[src/core/nand_host_defs.svh]
// Purpose: Constants for the NAND flash host controller.
// Assumes: 125 MHz ref_clk, 8 ns period.
// Notes: Times are kept in their own unit; cycle counts derive from them.
`ifndef NAND_HOST_DEFS_SVH
`define NAND_HOST_DEFS_SVH

`define CLK_PERIOD_NS 8
`define PHASE_CYCLES 2
`define ADDR_CYCLES 5
`define PAGE_MAIN_BYTES 4096
`define PAGE_SPARE_BYTES 256
`define PAGE_BYTES 4352
`define PAGES_PER_BLOCK 64
`define BLOCK_COUNT 2048
`define PARTIAL_PROG_MAX 4
`define ARRAY_LOAD_US 25
`define CACHE_WRITE_SHORT_US 10
`define CACHE_WRITE_LONG_US 700
`define CACHE_READ_US 25
`define COPY_READ_US 30
`define BLOCK_ERASE_MS 5
`define US_TO_CYCLES(us) (((us) * 1000) / `CLK_PERIOD_NS)
`define WB_NS 100
`define WB_CYCLES ((`WB_NS + `CLK_PERIOD_NS - 1) / `CLK_PERIOD_NS)
`define CMD_READ1 8'h00
`define CMD_READ2 8'h30
`define CMD_PROG_CONFIRM 8'h10
`define CMD_CACHE_WRITE 8'h11
`define CMD_CACHE_PROG 8'h15
`define CMD_CACHE_READ 8'h31
`define CMD_CACHE_READ_END 8'h3F
`define CMD_COPY_READ 8'h3A
`define CMD_ERASE_CONFIRM 8'hD0
`define CMD_STATUS 8'h70
`define CMD_STATUS_MULTI 8'h71
`define CMD_RESET 8'hFF
`define CMD_DATA_IN 8'h80
`define CMD_MULTI_DATA_IN 8'h81
`define CMD_ERASE 8'h60

`endif

[src/core/nand_host_pkg.sv]
// Purpose: Types for the NAND flash host controller.
// Assumes: Nothing beyond the constants header.
// Notes: Request and pin groups travel as packed structs.
package nand_host_pkg;

  typedef enum logic [2:0] {
    OP_CMD = 3'h0,
    OP_ADDR = 3'h1,
    OP_WRITE = 3'h2,
    OP_READ = 3'h3,
    OP_WAIT = 3'h4
  } op_t;

  typedef struct packed {
    op_t op;
    logic [7:0] data;
    logic [16:0] row;
    logic [12:0] col;
  } req_t;

  typedef struct packed {
    logic cmdLatch;
    logic addrLatch;
    logic chipSel_n;
    logic writeStrobe_n;
    logic output_strobe_n;
    logic writeProt_n;
  } pins_t;

endpackage

[src/core/nand_busy_timer.sv]
// Purpose: Counts the busy window after a command and flags overrun.
// Assumes: ready_busy_n arrives synchronous to ref_clk.
// Notes: Overrun marks a device busier than its limit allows.
`timescale 1ns/1ps
`include "nand_host_defs.svh"
module nand_busy_timer #(
  parameter int CW = 20
) (
  // Clock and reset.
  input wire logic ref_clk,
  input wire logic rstn,
  // Control.
  input wire logic start,
  input wire logic [CW-1:0] limit,
  input wire logic ready_busy_n,
  // Status.
  output logic done,
  output logic overrun
);
  logic [CW-1:0] count_r;
  logic [3:0] wb_r;
  logic active_r;

  always_ff @(posedge ref_clk or negedge rstn) begin
    if (!rstn) begin
      count_r <= '0;
      wb_r <= 4'h0;
      active_r <= 1'b0;
      done <= 1'b0;
      overrun <= 1'b0;
    end else begin
      done <= 1'b0;
      // Overrun is a one-cycle pulse so that the host's sticky flag can be cleared.
      overrun <= 1'b0;
      if (start) begin
        count_r <= '0;
        wb_r <= 4'(`WB_CYCLES);
        active_r <= 1'b1;
        overrun <= 1'b0;
      end else if (active_r) begin
        count_r <= count_r + 1'b1;
        if (wb_r != 4'h0) begin
          wb_r <= wb_r - 4'h1;
        end else if (ready_busy_n) begin
          active_r <= 1'b0;
          done <= 1'b1;
        end
        if (count_r == limit) begin
          overrun <= 1'b1;
        end
      end
    end
  end
endmodule

[src/core/nand_host.sv]
// Purpose: Drives a NAND flash through its strobes and shared byte port.
// Assumes: One request at a time; inputs synchronous to ref_clk.
// Notes: Each strobe phase lasts PHASE_CYCLES clocks, above the 12 ns pulse minimum.
`timescale 1ns/1ps
`include "nand_host_defs.svh"
module nand_host #(
  parameter int CW = 20,
  parameter logic [CW-1:0] LOAD_CYC = CW'(`US_TO_CYCLES(`ARRAY_LOAD_US)),
  parameter logic [CW-1:0] CW_SHORT_CYC = CW'(`US_TO_CYCLES(`CACHE_WRITE_SHORT_US)),
  parameter logic [CW-1:0] CW_LONG_CYC = CW'(`US_TO_CYCLES(`CACHE_WRITE_LONG_US)),
  parameter logic [CW-1:0] CR_CYC = CW'(`US_TO_CYCLES(`CACHE_READ_US)),
  parameter logic [CW-1:0] COPY_CYC = CW'(`US_TO_CYCLES(`COPY_READ_US)),
  parameter logic [CW-1:0] LONG_CYC = CW'(`US_TO_CYCLES(`BLOCK_ERASE_MS * 1000))
) (
  // Clock and reset.
  input wire logic ref_clk,
  input wire logic rstn,
  // User request.
  input wire logic reqValid,
  input wire nand_host_pkg::req_t req,
  input wire logic protect,
  output logic reqReady,
  output logic [7:0] rdData,
  output logic rdValid,
  output logic timeoutErr,
  // Flash pins.
  output nand_host_pkg::pins_t pins,
  output logic [7:0] ioOut,
  output logic ioOe_n,
  input wire logic [7:0] ioIn,
  input wire logic ready_busy_n
);
  typedef enum logic [2:0] {
    S_IDLE = 3'b000,
    S_LOW = 3'b001,
    S_HIGH = 3'b011,
    S_BUSY = 3'b010,
    S_GAP = 3'b110
  } state_t;

  state_t state_r;
  nand_host_pkg::req_t cur_r;
  logic [2:0] addrIdx_r;
  logic [2:0] phase_r;
  logic [7:0] lastCmd_r;
  logic [2:0] partial_r;
  logic timerStart;
  logic timerDone;
  logic timerOver;
  logic [CW-1:0] limit;

  // Address byte layout for the five address cycles.
  function automatic logic [7:0] addr_byte(input logic [2:0] idx, input logic [12:0] col,
                                           input logic [16:0] row);
    logic [7:0] b;
    b = 8'h00;
    unique case (idx)
      3'h0: b = col[7:0];
      3'h1: b = {3'b000, col[12:8]};
      3'h2: b = row[7:0];
      3'h3: b = row[15:8];
      default: b = {7'h00, row[16]};
    endcase
    return b;
  endfunction

  // Busy limit per confirming command.
  function automatic logic [CW-1:0] busy_limit(input logic [7:0] c);
    logic [CW-1:0] l;
    l = LONG_CYC;
    if (c == `CMD_READ2) l = LOAD_CYC;
    else if (c == `CMD_CACHE_WRITE) l = CW_SHORT_CYC;
    else if (c == `CMD_CACHE_PROG) l = CW_LONG_CYC;
    else if (c == `CMD_CACHE_READ || c == `CMD_CACHE_READ_END) l = CR_CYC;
    else if (c == `CMD_COPY_READ) l = COPY_CYC;
    return l;
  endfunction

  function automatic logic starts_busy(input logic [7:0] c);
    return c == `CMD_READ2 || c == `CMD_CACHE_WRITE || c == `CMD_CACHE_PROG ||
           c == `CMD_CACHE_READ || c == `CMD_CACHE_READ_END || c == `CMD_COPY_READ ||
           c == `CMD_PROG_CONFIRM || c == `CMD_ERASE_CONFIRM || c == `CMD_RESET;
  endfunction

  assign limit = busy_limit(cur_r.data);
  assign timerStart = (state_r == S_HIGH) && (phase_r == 3'h0) &&
                      (cur_r.op == nand_host_pkg::OP_CMD) && starts_busy(cur_r.data);

  nand_busy_timer #(.CW(CW)) u_timer (
    .ref_clk(ref_clk),
    .rstn(rstn),
    .start(timerStart),
    .limit(limit),
    .ready_busy_n(ready_busy_n),
    .done(timerDone),
    .overrun(timerOver)
  );

  // ----------------------------------------------------------------
  // Sequencer
  // ----------------------------------------------------------------
  always_ff @(posedge ref_clk or negedge rstn) begin
    if (!rstn) begin
      state_r <= S_IDLE;
      cur_r <= '0;
      phase_r <= 3'h0;
      addrIdx_r <= 3'h0;
      reqReady <= 1'b0;
    end else begin
      reqReady <= 1'b0;
      unique case (state_r)
        S_IDLE: begin
          reqReady <= !reqValid;
          if (reqValid && !reqReady) begin
          end else if (reqValid) begin
            cur_r <= req;
            addrIdx_r <= 3'h0;
            phase_r <= 3'(`PHASE_CYCLES - 1);
            // Waiting on ready is the caller's OP_WAIT request.
            state_r <= (req.op == nand_host_pkg::OP_WAIT) ? S_BUSY : S_LOW;
          end
        end
        S_LOW: begin
          if (phase_r != 3'h0) begin
            phase_r <= phase_r - 3'h1;
          end else begin
            phase_r <= 3'(`PHASE_CYCLES - 1);
            state_r <= S_HIGH;
          end
        end
        S_HIGH: begin
          if (phase_r != 3'h0) begin
            phase_r <= phase_r - 3'h1;
          end else if (cur_r.op == nand_host_pkg::OP_ADDR &&
                       addrIdx_r != 3'(`ADDR_CYCLES - 1)) begin
            addrIdx_r <= addrIdx_r + 3'h1;
            phase_r <= 3'(`PHASE_CYCLES - 1);
            state_r <= S_LOW;
          end else if (timerStart) begin
            state_r <= S_BUSY;
          end else begin
            state_r <= S_GAP;
          end
        end
        S_BUSY: begin
          if (timerDone || (cur_r.op == nand_host_pkg::OP_WAIT && ready_busy_n)) begin
            state_r <= S_GAP;
          end
        end
        S_GAP: begin
          state_r <= S_IDLE;
        end
        default: begin
          state_r <= S_IDLE;
        end
      endcase
    end
  end

  // ----------------------------------------------------------------
  // Pin drive
  // ----------------------------------------------------------------
  always_ff @(posedge ref_clk or negedge rstn) begin
    if (!rstn) begin
      pins <= '{cmdLatch: 1'b0, addrLatch: 1'b0, chipSel_n: 1'b1, writeStrobe_n: 1'b1,
                output_strobe_n: 1'b1, writeProt_n: 1'b0};
      ioOut <= 8'h00;
      ioOe_n <= 1'b1;
    end else begin
      pins.writeProt_n <= !protect;
      pins.cmdLatch <= 1'b0;
      pins.addrLatch <= 1'b0;
      pins.writeStrobe_n <= 1'b1;
      pins.output_strobe_n <= 1'b1;
      ioOe_n <= 1'b1;
      // Select is dropped only when idle so standby follows ready.
      pins.chipSel_n <= (state_r == S_IDLE) && !reqValid;
      if (state_r == S_LOW || state_r == S_HIGH) begin
        unique case (cur_r.op)
          nand_host_pkg::OP_CMD: begin
            pins.cmdLatch <= 1'b1;
            pins.writeStrobe_n <= state_r != S_LOW;
            ioOut <= cur_r.data;
            ioOe_n <= 1'b0;
          end
          nand_host_pkg::OP_ADDR: begin
            pins.addrLatch <= 1'b1;
            pins.writeStrobe_n <= state_r != S_LOW;
            ioOut <= addr_byte(addrIdx_r, cur_r.col, cur_r.row);
            ioOe_n <= 1'b0;
          end
          nand_host_pkg::OP_WRITE: begin
            pins.writeStrobe_n <= state_r != S_LOW;
            ioOut <= cur_r.data;
            ioOe_n <= 1'b0;
          end
          nand_host_pkg::OP_READ: begin
            // Port left undriven while the device drives it.
            pins.output_strobe_n <= state_r != S_LOW;
          end
          default: begin
          end
        endcase
      end
    end
  end

  // ----------------------------------------------------------------
  // Read capture, command history and timing errors
  // ----------------------------------------------------------------
  always_ff @(posedge ref_clk or negedge rstn) begin
    if (!rstn) begin
      rdData <= 8'h00;
      rdValid <= 1'b0;
      timeoutErr <= 1'b0;
      lastCmd_r <= `CMD_READ1;
      partial_r <= 3'h0;
    end else begin
      rdValid <= 1'b0;
      if (state_r == S_HIGH && phase_r == 3'h0 && cur_r.op == nand_host_pkg::OP_READ) begin
        // Sample at the end of the high phase, one cycle after the read strobe has risen.
        rdData <= ioIn;
        rdValid <= 1'b1;
      end
      if (timerOver) begin
        timeoutErr <= 1'b1;
      end else if (reqValid && reqReady) begin
        timeoutErr <= 1'b0;
      end
      if (timerStart || (state_r == S_HIGH && cur_r.op == nand_host_pkg::OP_CMD)) begin
        lastCmd_r <= cur_r.data;
      end
      if (timerStart && cur_r.data == `CMD_PROG_CONFIRM) begin
        partial_r <= (partial_r == 3'(`PARTIAL_PROG_MAX)) ? partial_r : partial_r + 3'h1;
      end else if (timerStart && cur_r.data == `CMD_ERASE_CONFIRM) begin
        partial_r <= 3'h0;
      end
    end
  end
endmodule

[config.mk]
export PLATFORM = sky130hd
export DESIGN_NAME = nand_host
export DESIGN_NICKNAME = d
export VERILOG_FILES = /design/src/core/nand_host_pkg.sv /design/src/core/nand_busy_timer.sv /design/src/core/nand_host.sv
export VERILOG_INCLUDE_DIRS = /design/src /design/src/core
export SDC_FILE = /design/constraint.sdc
export NUM_CORES = 1
export LEC_CHECK = 0
export BUFFER_PORTS_ARGS = -buffer_cell sky130_fd_sc_hd__buf_2
export CORE_MARGIN = 1.5
export CORE_UTILIZATION = 40
export CTS_CLUSTER_DIAMETER = 80
export DETAILED_ROUTE_END_ITERATION = 6
export GPL_TIMING_DRIVEN = 0
export PLACE_DENSITY = 0.69
export RECOVER_POWER = 50
export REMOVE_ABC_BUFFERS = 1
export SLEW_MARGIN = 5
export SYNTH_ARGS = -nofsm -noshare
export SYNTH_HDL_FRONTEND = slang
export SYNTH_SLANG_ARGS = --single-unit
[constraint.sdc]
create_clock -name ref_clk -period 2.6 [get_ports ref_clk]
set_input_delay 0.39 -clock ref_clk [delete_from_list [all_inputs] [get_ports ref_clk]]
set_output_delay 0.39 -clock ref_clk [all_outputs]
set_load 0.01 [all_outputs]
## After elaboration in Yosys (flattened, before gate mapping)

Index checks and enable logic that the tools add are counted.

- Bits in latches: 0
- Output and inout bits: 26
- Memories kept: 0
- Memory bits (read-only): 0
- RAM bits: 0
- Input port bits: 54
- Word-level logic and storage cells: 157
- Register bits: 103

- $lt $le $gt $ge: 0
- Shifts and indexed selects: 0
- Equality and inequality tests: 30
- Multiply operators: 0
- Add/subtract/negate cells: 4
- Reductions and logical operators: 43
- Bitwise gates (word level): 1
- Divide/modulo/power cells: 0
- Mux-type cells: 55

Operators by type and width:

| cell | count |
|---|---|
| $mux W20 | 7 |
| $mux W3 | 16 |
| $eq A8 B6 Y1 const B | 4 |
| $pmux W8 S4 | 1 |
| $eq A8 B5 Y1 const B | 3 |
| $mux W1 | 21 |
| $add A20 B1 Y20 const B | 1 |
| $eq A20 B20 Y1 | 1 |
| $eq A3 B2 Y1 const B | 6 |
| $eq A8 B8 Y1 const B | 2 |
| $pmux W8 S2 | 1 |
| $logic_not A3 Y1 | 4 |
| $mux W4 | 3 |
| $ne A2 B2 Y1 const B | 6 |
| $pmux W3 S4 | 1 |
| $logic_or A1 B1 Y1 | 11 |
| $reduce_and A5 Y1 | 2 |
| $reduce_bool A2 Y1 | 5 |
| $eq A3 B1 Y1 const B | 3 |
| $logic_and A1 B1 Y1 | 9 |
| $pmux W3 S3 | 1 |
| $eq A3 B3 Y1 const B | 2 |
| $mux W2 | 3 |
| $ne A3 B3 Y1 const B | 2 |
| other kinds (14) | 18 |

## Longest topological paths before layout

Gate-level depths: netlist of run 1.

- Depth in word-level cells: 14
- Depth in mapped cells: 9
- Mapped depth without buffers: 8

## Modules after synthesis

From an unflattened synthesis of run 1, not the netlist that was laid out.

- Cell total of the unflattened synthesis: 449
- Area total of the unflattened synthesis: 5007.3 sq um

By module, submodules not included:

| module | area each (sq um) | times used | cells each |
|---|---|---|---|
| nand_host | 3459.6 | 1 | 287 |
| nand_busy_timer | 1547.7 | 1 | 162 |

## Worst setup path before layout of run 1

OpenSTA, ideal clock, no wires.

- Path type: register to register
- From: register cur_r[31] (netlist bit)
- To: register u_timer.overrun
- Cell stages (with the launch flop): 8
- Slack: 0.571 ns
- Arrival: 1.933 ns
- Path buffers: 1
- Library setup time: 0.096 ns
- Data required time: 2.504 ns
- Cells stage by stage: dfrtp_1 -> buf_6 -> or3_4 -> nand2_2 -> nand2_1 -> a221o_1 -> or4_1 -> nor4_2

- Cells in the longest elaborated chain, start to end: 11
- Elaborated cells on any way between the ends: 28
- Classes of those cells: eq/ne (10); mux (8); reduce/logical (10)

RTL lines:

| item | line | RTL |
|---|---|---|
| start, declared | nand_host.sv:42 | `nand_host_pkg::req_t cur_r;` |
| start signal, assigned | nand_host.sv:116 | `cur_r <= req;` |
| branches (longest 10 deep; another with $mux W20) | n/a |  |
| $mux W1 * | nand_busy_timer.sv:35 | `if (start) begin` |
| end signal, assigned | nand_busy_timer.sv:34 | `overrun <= 1'b0;` |
| end signal, assigned | nand_busy_timer.sv:39 | `overrun <= 1'b0;` |
| end signal, assigned | nand_busy_timer.sv:49 | `overrun <= 1'b1;` |
| end, declared | nand_busy_timer.sv:18 | `output logic overrun` |

Mark *: on every way between the ends.
A chain may end at the register's enable or synchronous reset.

## Worst setup path after layout of run 1

- From: register cur_r[32] (netlist bit)
- To: register u_timer.overrun

Same word-level chain as after synthesis.

==> results of run 1 <==
==> area by class of cell <==
cell class | count | area, µm² | share of cell area
flip-flops and latches | 103 | 2582 | 0.4423
multi-input cells | 326 | 2293 | 0.3928
repair buffers | 81 | 404.1 | 0.06921
clock buffers | 14 | 274.0 | 0.04693
well taps | 168 | 210.2 | 0.03600
clock inverters | 2 | 37.54 | 0.006428
inverters | 10 | 37.54 | 0.006428
==> worst reg2reg max path: stages (launching register included) <==
cell     delay [ps]
dfrtp_1         570
or3_4           470
nand2_2          90
nand2_1          60
a221o_1         350
or4_1           500
nor4_2          220
==> registers in the layout (all words and copies together), names as in the netlist <==
name,count
cur_r,41
u_timer.count_r,20
ioOut,8
rdData,8
pins,6
u_timer.wb_r,4
addrIdx_r,3
phase_r,3
state_r,3
ioOe_n,1
rdValid,1
reqReady,1
timeoutErr,1
u_timer.active_r,1
u_timer.done,1
u_timer.overrun,1
==> report_power, final <==
group / switching [mW] / internal, mW
clock: 0.570 / 0.826
sequential: 0.000197 / 1.60
combinational: 0.0465 / 0.0307
==> worst min-delay path by stage <==
stage,start,endpoint,slack [ps],cells past startpoint
after floorplan,rstn,addrIdx_r[0],90,0
after global placement,u_timer.overrun,timeoutErr,420,1
after detailed placement,rstn,cur_r[15],410,1
after CTS,rstn,cur_r[15],40,1
after global routing,protect,pins[0],180,2
final,protect,pins[0],180,2
==> synth_stat cells (2+ instances only) <==
| cell type | n | share of area |
|---|---|---|
| dfrtp_1 | 99 | 0.50 |
| mux2_2 | 51 | 0.11 |
| nor2_1 | 42 | 0.031 |
| nand2_1 | 38 | 0.029 |
| o21ai_0 | 23 | 0.023 |
| clkbuf_1 | 15 | 0.011 |
| nand3_1 | 15 | 0.015 |
| xor2_1 | 14 | 0.025 |
| a21oi_1 | 11 | 0.011 |
| and3_1 | 10 | 0.013 |
| inv_1 | 10 | 0.0075 |
| nor2b_1 | 9 | 0.011 |
| nor3_1 | 9 | 0.0090 |
| xnor2_1 | 9 | 0.016 |
| a222oi_1 | 8 | 0.016 |
| ha_1 | 8 | 0.020 |
| buf_2 | 7 | 0.0070 |
| nand2b_1 | 7 | 0.0087 |
| nand4_1 | 6 | 0.0075 |
| or3_1 | 6 | 0.0075 |
| mux2i_1 | 5 | 0.010 |
| nor4_1 | 5 | 0.0063 |
| a21o_1 | 4 | 0.0060 |
| a31oi_1 | 4 | 0.0050 |
| dfstp_2 | 4 | 0.021 |
| nor3b_1 | 4 | 0.0060 |
| nand3b_1 | 3 | 0.0045 |
| o32a_1 | 3 | 0.0060 |
| or2_2 | 3 | 0.0038 |
| a211oi_1 | 2 | 0.0030 |
| and2_1 | 2 | 0.0025 |
| o22ai_1 | 2 | 0.0025 |
| o31ai_1 | 2 | 0.0030 |
==> per-layer routing <==
| layer | track usage | vias up | wire length [µm] | part of all wire |
|---|---|---|---|---|
| met5 | 0 | - | 0 | 0 |
| met4 | 0.05350 | 0 | 178 | 0.016 |
| met3 | 0.05113 | 12 | 639 | 0.058 |
| met2 | 0.2782 | 107 | 5021 | 0.45 |
| met1 | 0.2367 | 1855 | 5198 | 0.47 |
| li1 | - | 1786 | - | - |
==> logic make-up (layout without fill, tap and decap cells) <==
family / count (synthesis) / after routing / synth area share
adder cells (fa/ha/maj): 8 / 8 / 0.02000
flip-flops: 103 / 103 / 0.5160
AND/OR/NAND/NOR: 168 / 168 / 0.1740
buffers and inverters: 34 / 107 / 0.02875
multiplexers: 56 / 56 / 0.1248
XOR/XNOR: 23 / 23 / 0.04025
AO/OA/AOI/OAI: 71 / 71 / 0.09625
==> timing repair <==
action | 4_1_cts | 5_1_grt
pin swaps | 0 | 1
endpoints found under the setup margin | 28 | 10
setup buffers | 0 | 1
resized for setup | 1 | 2
==> metrics.txt, run 1 <==
RSZ-0062 raised after global routing false; Post-synth EDFFs 0; Rows 40; synthesis-to-layout area growth 16.67%; Final Slew Violations 42; Die X 114.9 µm; layout cells sized above 1 0.2854; Synth Flop Type dfrtp_1; Crit-path slowest cell dfrtp_1; drt total wl 11040 µm; worst reg2reg endpoint u_timer.overrun; # hold bufs at CTS 0; Worst Reg-to-Reg Cells 6; CTS H-Tree Depth 3; port bufs 79; largest net degree at the start of global routing 64; drt drc 0; Pleak 2.824 nW; antenna cells 0; Fin Hold WS 180.9 ps; Post-DP Area 5535 µm²; Finished Layout Cells 704; most frequent cells in the layout dfrtp_1, buf_2, mux2_2; CP cell instances or3_4 -> nand2_2 -> nand2_1 -> a221o_1 -> or4_1 -> nor4_2; cell area after layout 5839 µm²; CTS sink cnt 103; Skew-Pair Late Insertion Delay 350 ps; Post-Syn Area 5005 µm²; first-pass GRT wire length 18140 µm; io pins 80; Synth cell types 56; CP bufs+invs 0; final antenna-violating net count 0; Synth Register Bits 103; Worst Path Required 2840 ps; pre-CTS setup slack -262.9 ps; Final HPWL DP 7904 µm; crit path max fanout 16; r2r startpoint cur_r[32]; Clock Tree Buf Depth 2; number of nets in the layout 593; Crit path depth 6; initial antenna violation count 0; Clock Tree Root clkbuf_16; placed insts 687; run status finished with violations; Final period util 0.9135; Max IR drop VDD 325.0 µV; worst slew pin tran 2194 ps; drt pass-1 iters 5; vias per cell 5.341; Starting Density 0.4132; DIE HEIGHT 114.9 µm; CTS clk-pin slew, worst paths 70 ps; CTS tree built; wire length per cell 15.68 µm; RD Place Congestion 0.8228; Core Util, Final 0.4821; crit end category flop; WS Path Type flop to flop; yosys warns 0; total core area 12110 µm²; relative slew slack -0.4627; ys async rst share 1.000; total power 3.077 mW; Worst path top cell family by delay simple AND/OR/NAND/NOR gates; initial drt markers 222; Post-Route Skew 4.639 ps; Max Clk Rate 0.4210 GHz; Final WS setup 224.8 ps; critical path arrival 2610 ps; GRT overflow 0; violated checks max-capacitance violations, max-slew violations; final setup TNS 0 ps; via count 3760; register area share after synthesis 0.5160; Fillers 1131; crit path from cur_r[32]; mean post-synth cell area 10.81 µm²; gate count after technology mapping 463; CP startpoint kind flop; final setup violation count 0; type of the most critical hold path primary input to flop; MaxCap Viol Count 1; crit-path max cell delay 570 ps; commonest non-fill, non-tap cell in the layout dfrtp_1; pwr/cell area 526.9 nW/µm²; die area 13190 µm²; Inserted Clock Buffers 9; reg2reg setup slack 220 ps; final hold vios 0; total track usage 0.1765; Tmin final 2375 ps; vias in the first global route 3658; Worst Setup EP u_timer.overrun
Note: power is estimated with default switching activity, not from simulation.
==> inputs of run 2 (changes only) <==
--- a/config.mk
+++ b/config.mk
@@ -18,4 +18,5 @@
 export SLEW_MARGIN = 5
 export SYNTH_ARGS = -nofsm -noshare
 export SYNTH_HDL_FRONTEND = slang
+export SYNTH_HIERARCHICAL = 1
 export SYNTH_SLANG_ARGS = --single-unit
==> metrics.txt, run 2 <==
most frequent cells in the layout dfrtp_1, buf_2, mux2_2; Synth Register Bits 103 (unchanged); Yosys top cell area share 0.4948 (about the same); cell area after layout 6192 µm² (+6.0%); io pins 80 (unchanged); Post-Route Skew 6.864 ps (+2.225 ps); CTS clk-pin slew, worst paths 70 ps (about the same); number of nets in the layout 609 (+2.7%); CP bufs+invs 1 (+1); first-pass GRT wire length 18210 µm (+0.38%); drt total wl 11250 µm (+1.9%); final hold vios 0 (unchanged); die area 13200 µm² (about the same); mean post-synth cell area 11.15 µm² (+3.2%); final antenna-violating net count 0 (unchanged); layout cells sized above 1 0.3964 (+0.1109); CP startpoint kind flop; final setup violation count 8 (+8); Die X 114.9 µm (about the same); Clock Tree Root clkbuf_16; Tmin final 2795 ps (+419.8 ps); total track usage 0.1738 (-0.002644); Post-Syn Area 5007 µm² (about the same); run status finished with violations; Synth cell types 62 (+11%); Inserted Clock Buffers 9 (unchanged); total power 5.942 mW (+93%); Fin Hold WS 187.3 ps (+6.368 ps); Post-synth top cells dfrtp_1, mux2_2, nor2_1; Finished Layout Cells 718 (+2.0%); DIE HEIGHT 114.9 µm (about the same); gate count after technology mapping 449 (-3.0%); Biggest register cur_r; CP cell instances nor2_1 -> o2bb2ai_2 -> nand3_2 -> a41oi_4 -> buf_8 -> o211ai_1 -> or4_4 -> or4_1 -> a21oi_1; r2r startpoint cur_r[30]; Largest regs cur_r: 41 flops, u_timer/count_r: 20 flops; final setup TNS -967.0 ps (-967.0 ps); Final HPWL DP 7707 µm (-2.5%); Max Clk Rate 0.3578 GHz (-15%); crit-path max cell delay 490 ps (-80 ps); vias per cell 5.284 (-1.1%); Rows 40 (unchanged); Pleak 2.846 nW (+0.77%); drt pass-1 iters 4 (-1); vias in the first global route 3829 (+4.7%); Clock Tree Buf Depth 2 (unchanged); violated checks max-capacitance violations, max-slew violations, negative setup slack; reg2reg setup slack -200 ps (-420 ps); Worst Setup EP u_timer/count_r[19]; Final Slew Violations 39 (-7.1%); Largest register FFs 41 (unchanged); crit end category flop; RSZ-0062 raised after global routing true; Final period util 1.075 (+0.1615); Area contributors post-synth dfrtp_1, mux2_2, xor2_1, a21oi_1, ha_1; Worst path top cell family by delay simple AND/OR/NAND/NOR gates; worst reg2reg endpoint u_timer/count_r[19]; Skew-Pair Late Insertion Delay 340 ps (about the same); critical path arrival 3060 ps (+450 ps); Post-synth EDFFs 0 (unchanged); crit path max fanout 8 (-8); CTS tree built; RD Place Congestion 0.8553 (+3.9%); type of the most critical hold path primary input to flop; GRT overflow 0 (unchanged); Worst Path Required 2870 ps (+30 ps); Starting Density 0.4134 (about the same); register area share after synthesis 0.5157 (about the same); CTS H-Tree Depth 3 (unchanged); via count 3794 (+0.90%); CTS sink cnt 103 (unchanged); yosys warns 6 (+6); most frequent cell after synthesis dfrtp_1; MaxCap Viol Count 1 (unchanged); Synth Flop Type dfrtp_1; relative slew slack -0.4104 (+0.05230); synthesis-to-layout area growth 23.66%; port bufs 79 (unchanged); wire length per cell 15.67 µm (about the same); Max IR drop VDD 444.0 µV (+37%); Crit path depth 9 (+3); ys async rst share 1.000 (unchanged); area leader, netlist dfrtp_1; initial antenna violation count 0 (unchanged); Post-DP Area 5613 µm² (+1.4%); pwr/cell area 959.5 nW/µm² (+82%); antenna cells 0 (unchanged); Crit-path slowest cell dfrtp_2; total core area 12110 µm² (unchanged); crit path from cur_r[30]; initial drt markers 276 (+24%); commonest non-fill, non-tap cell in the layout dfrtp_1; Worst Reg-to-Reg Cells 9 (+3); placed insts 684 (-0.44%); Final WS setup -195.1 ps (-419.8 ps); WS Path Type flop to flop; largest net degree at the start of global routing 66 (+3.1%); drt drc 0 (unchanged); worst slew pin tran 2116 ps (-78.46 ps)
## run 2: layout make-up
cell class / count / area, µm²
flip-flops and latches: 103 / 2592
fillers: 1090 / 5919
inverters: 19 / 71.32
repair buffers: 102 / 606.8
clock inverters: 3 / 25.02
multi-input cells: 310 / 2416
clock buffers: 13 / 270.3
well taps: 168 / 210.2
## run 2: worst min-delay path by stage
| stage | end | start | slack, ps | cells after the start |
|---|---|---|---|---|
| floorplan | addrIdx_r[0] | rstn | 90 | 0 |
| global placement | timeoutErr | u_timer/overrun | 410 | 1 |
| detailed placement | cur_r[19] | rstn | 400 | 1 |
| CTS | cur_r[19] | rstn | 30 | 1 |
| global route | pins[0] | protect | 180 | 2 |
| finish | pins[0] | protect | 190 | 2 |
## run 2: where the power goes
group | internal, mW | leakage (nW) | switching, mW
sequential | 2.14 | 1.32 | 0.466
clock | 0.734 | 0.142 | 0.583
combinational | 0.979 | 1.38 | 1.04
## run 2: logic make-up after synthesis
kind of cell	share of synthesized area
AND/OR/NAND/NOR	0.1414
flip-flops	0.5157
AO/OA/AOI/OAI	0.1069
multiplexers	0.1187
buffers and inverters	0.03373
XOR/XNOR	0.05772
adder cells (fa/ha/maj)	0.02499
other	0.0007489
## run 2: stage by stage
| step | util | worst slack, ps |
|---|---|---|
| finish | 0.5113 | -195.1 |
| global route | 0.5113 | -293.6 |
| CTS | 0.4969 | -110.0 |
| detailed placement | 0.4634 | -1130 |
| global placement | 0.4560 | -2453 |
| floorplan | - | -1303 |
## run 2: metal layers
layer / up-vias / global-route usage / wire (µm)
met1: 1891 / 0.2253 / 4954
li1: 1784 / - / -
met5: - / 0 / 0
met3: 17 / 0.04164 / 579
met2: 102 / 0.2913 / 5553
met4: 0 / 0.05021 / 164
## run 2: timing repair
item                                    in CTS  in global routing
hold endpoints to repair                     0                  0
resized for setup                           11                 27
hold buffers                                 0                  0
endpoints found under the setup margin      17                 11
buffers inserted                             9                  9
gates cloned                                 0                  0
pin swaps                                   10                 15
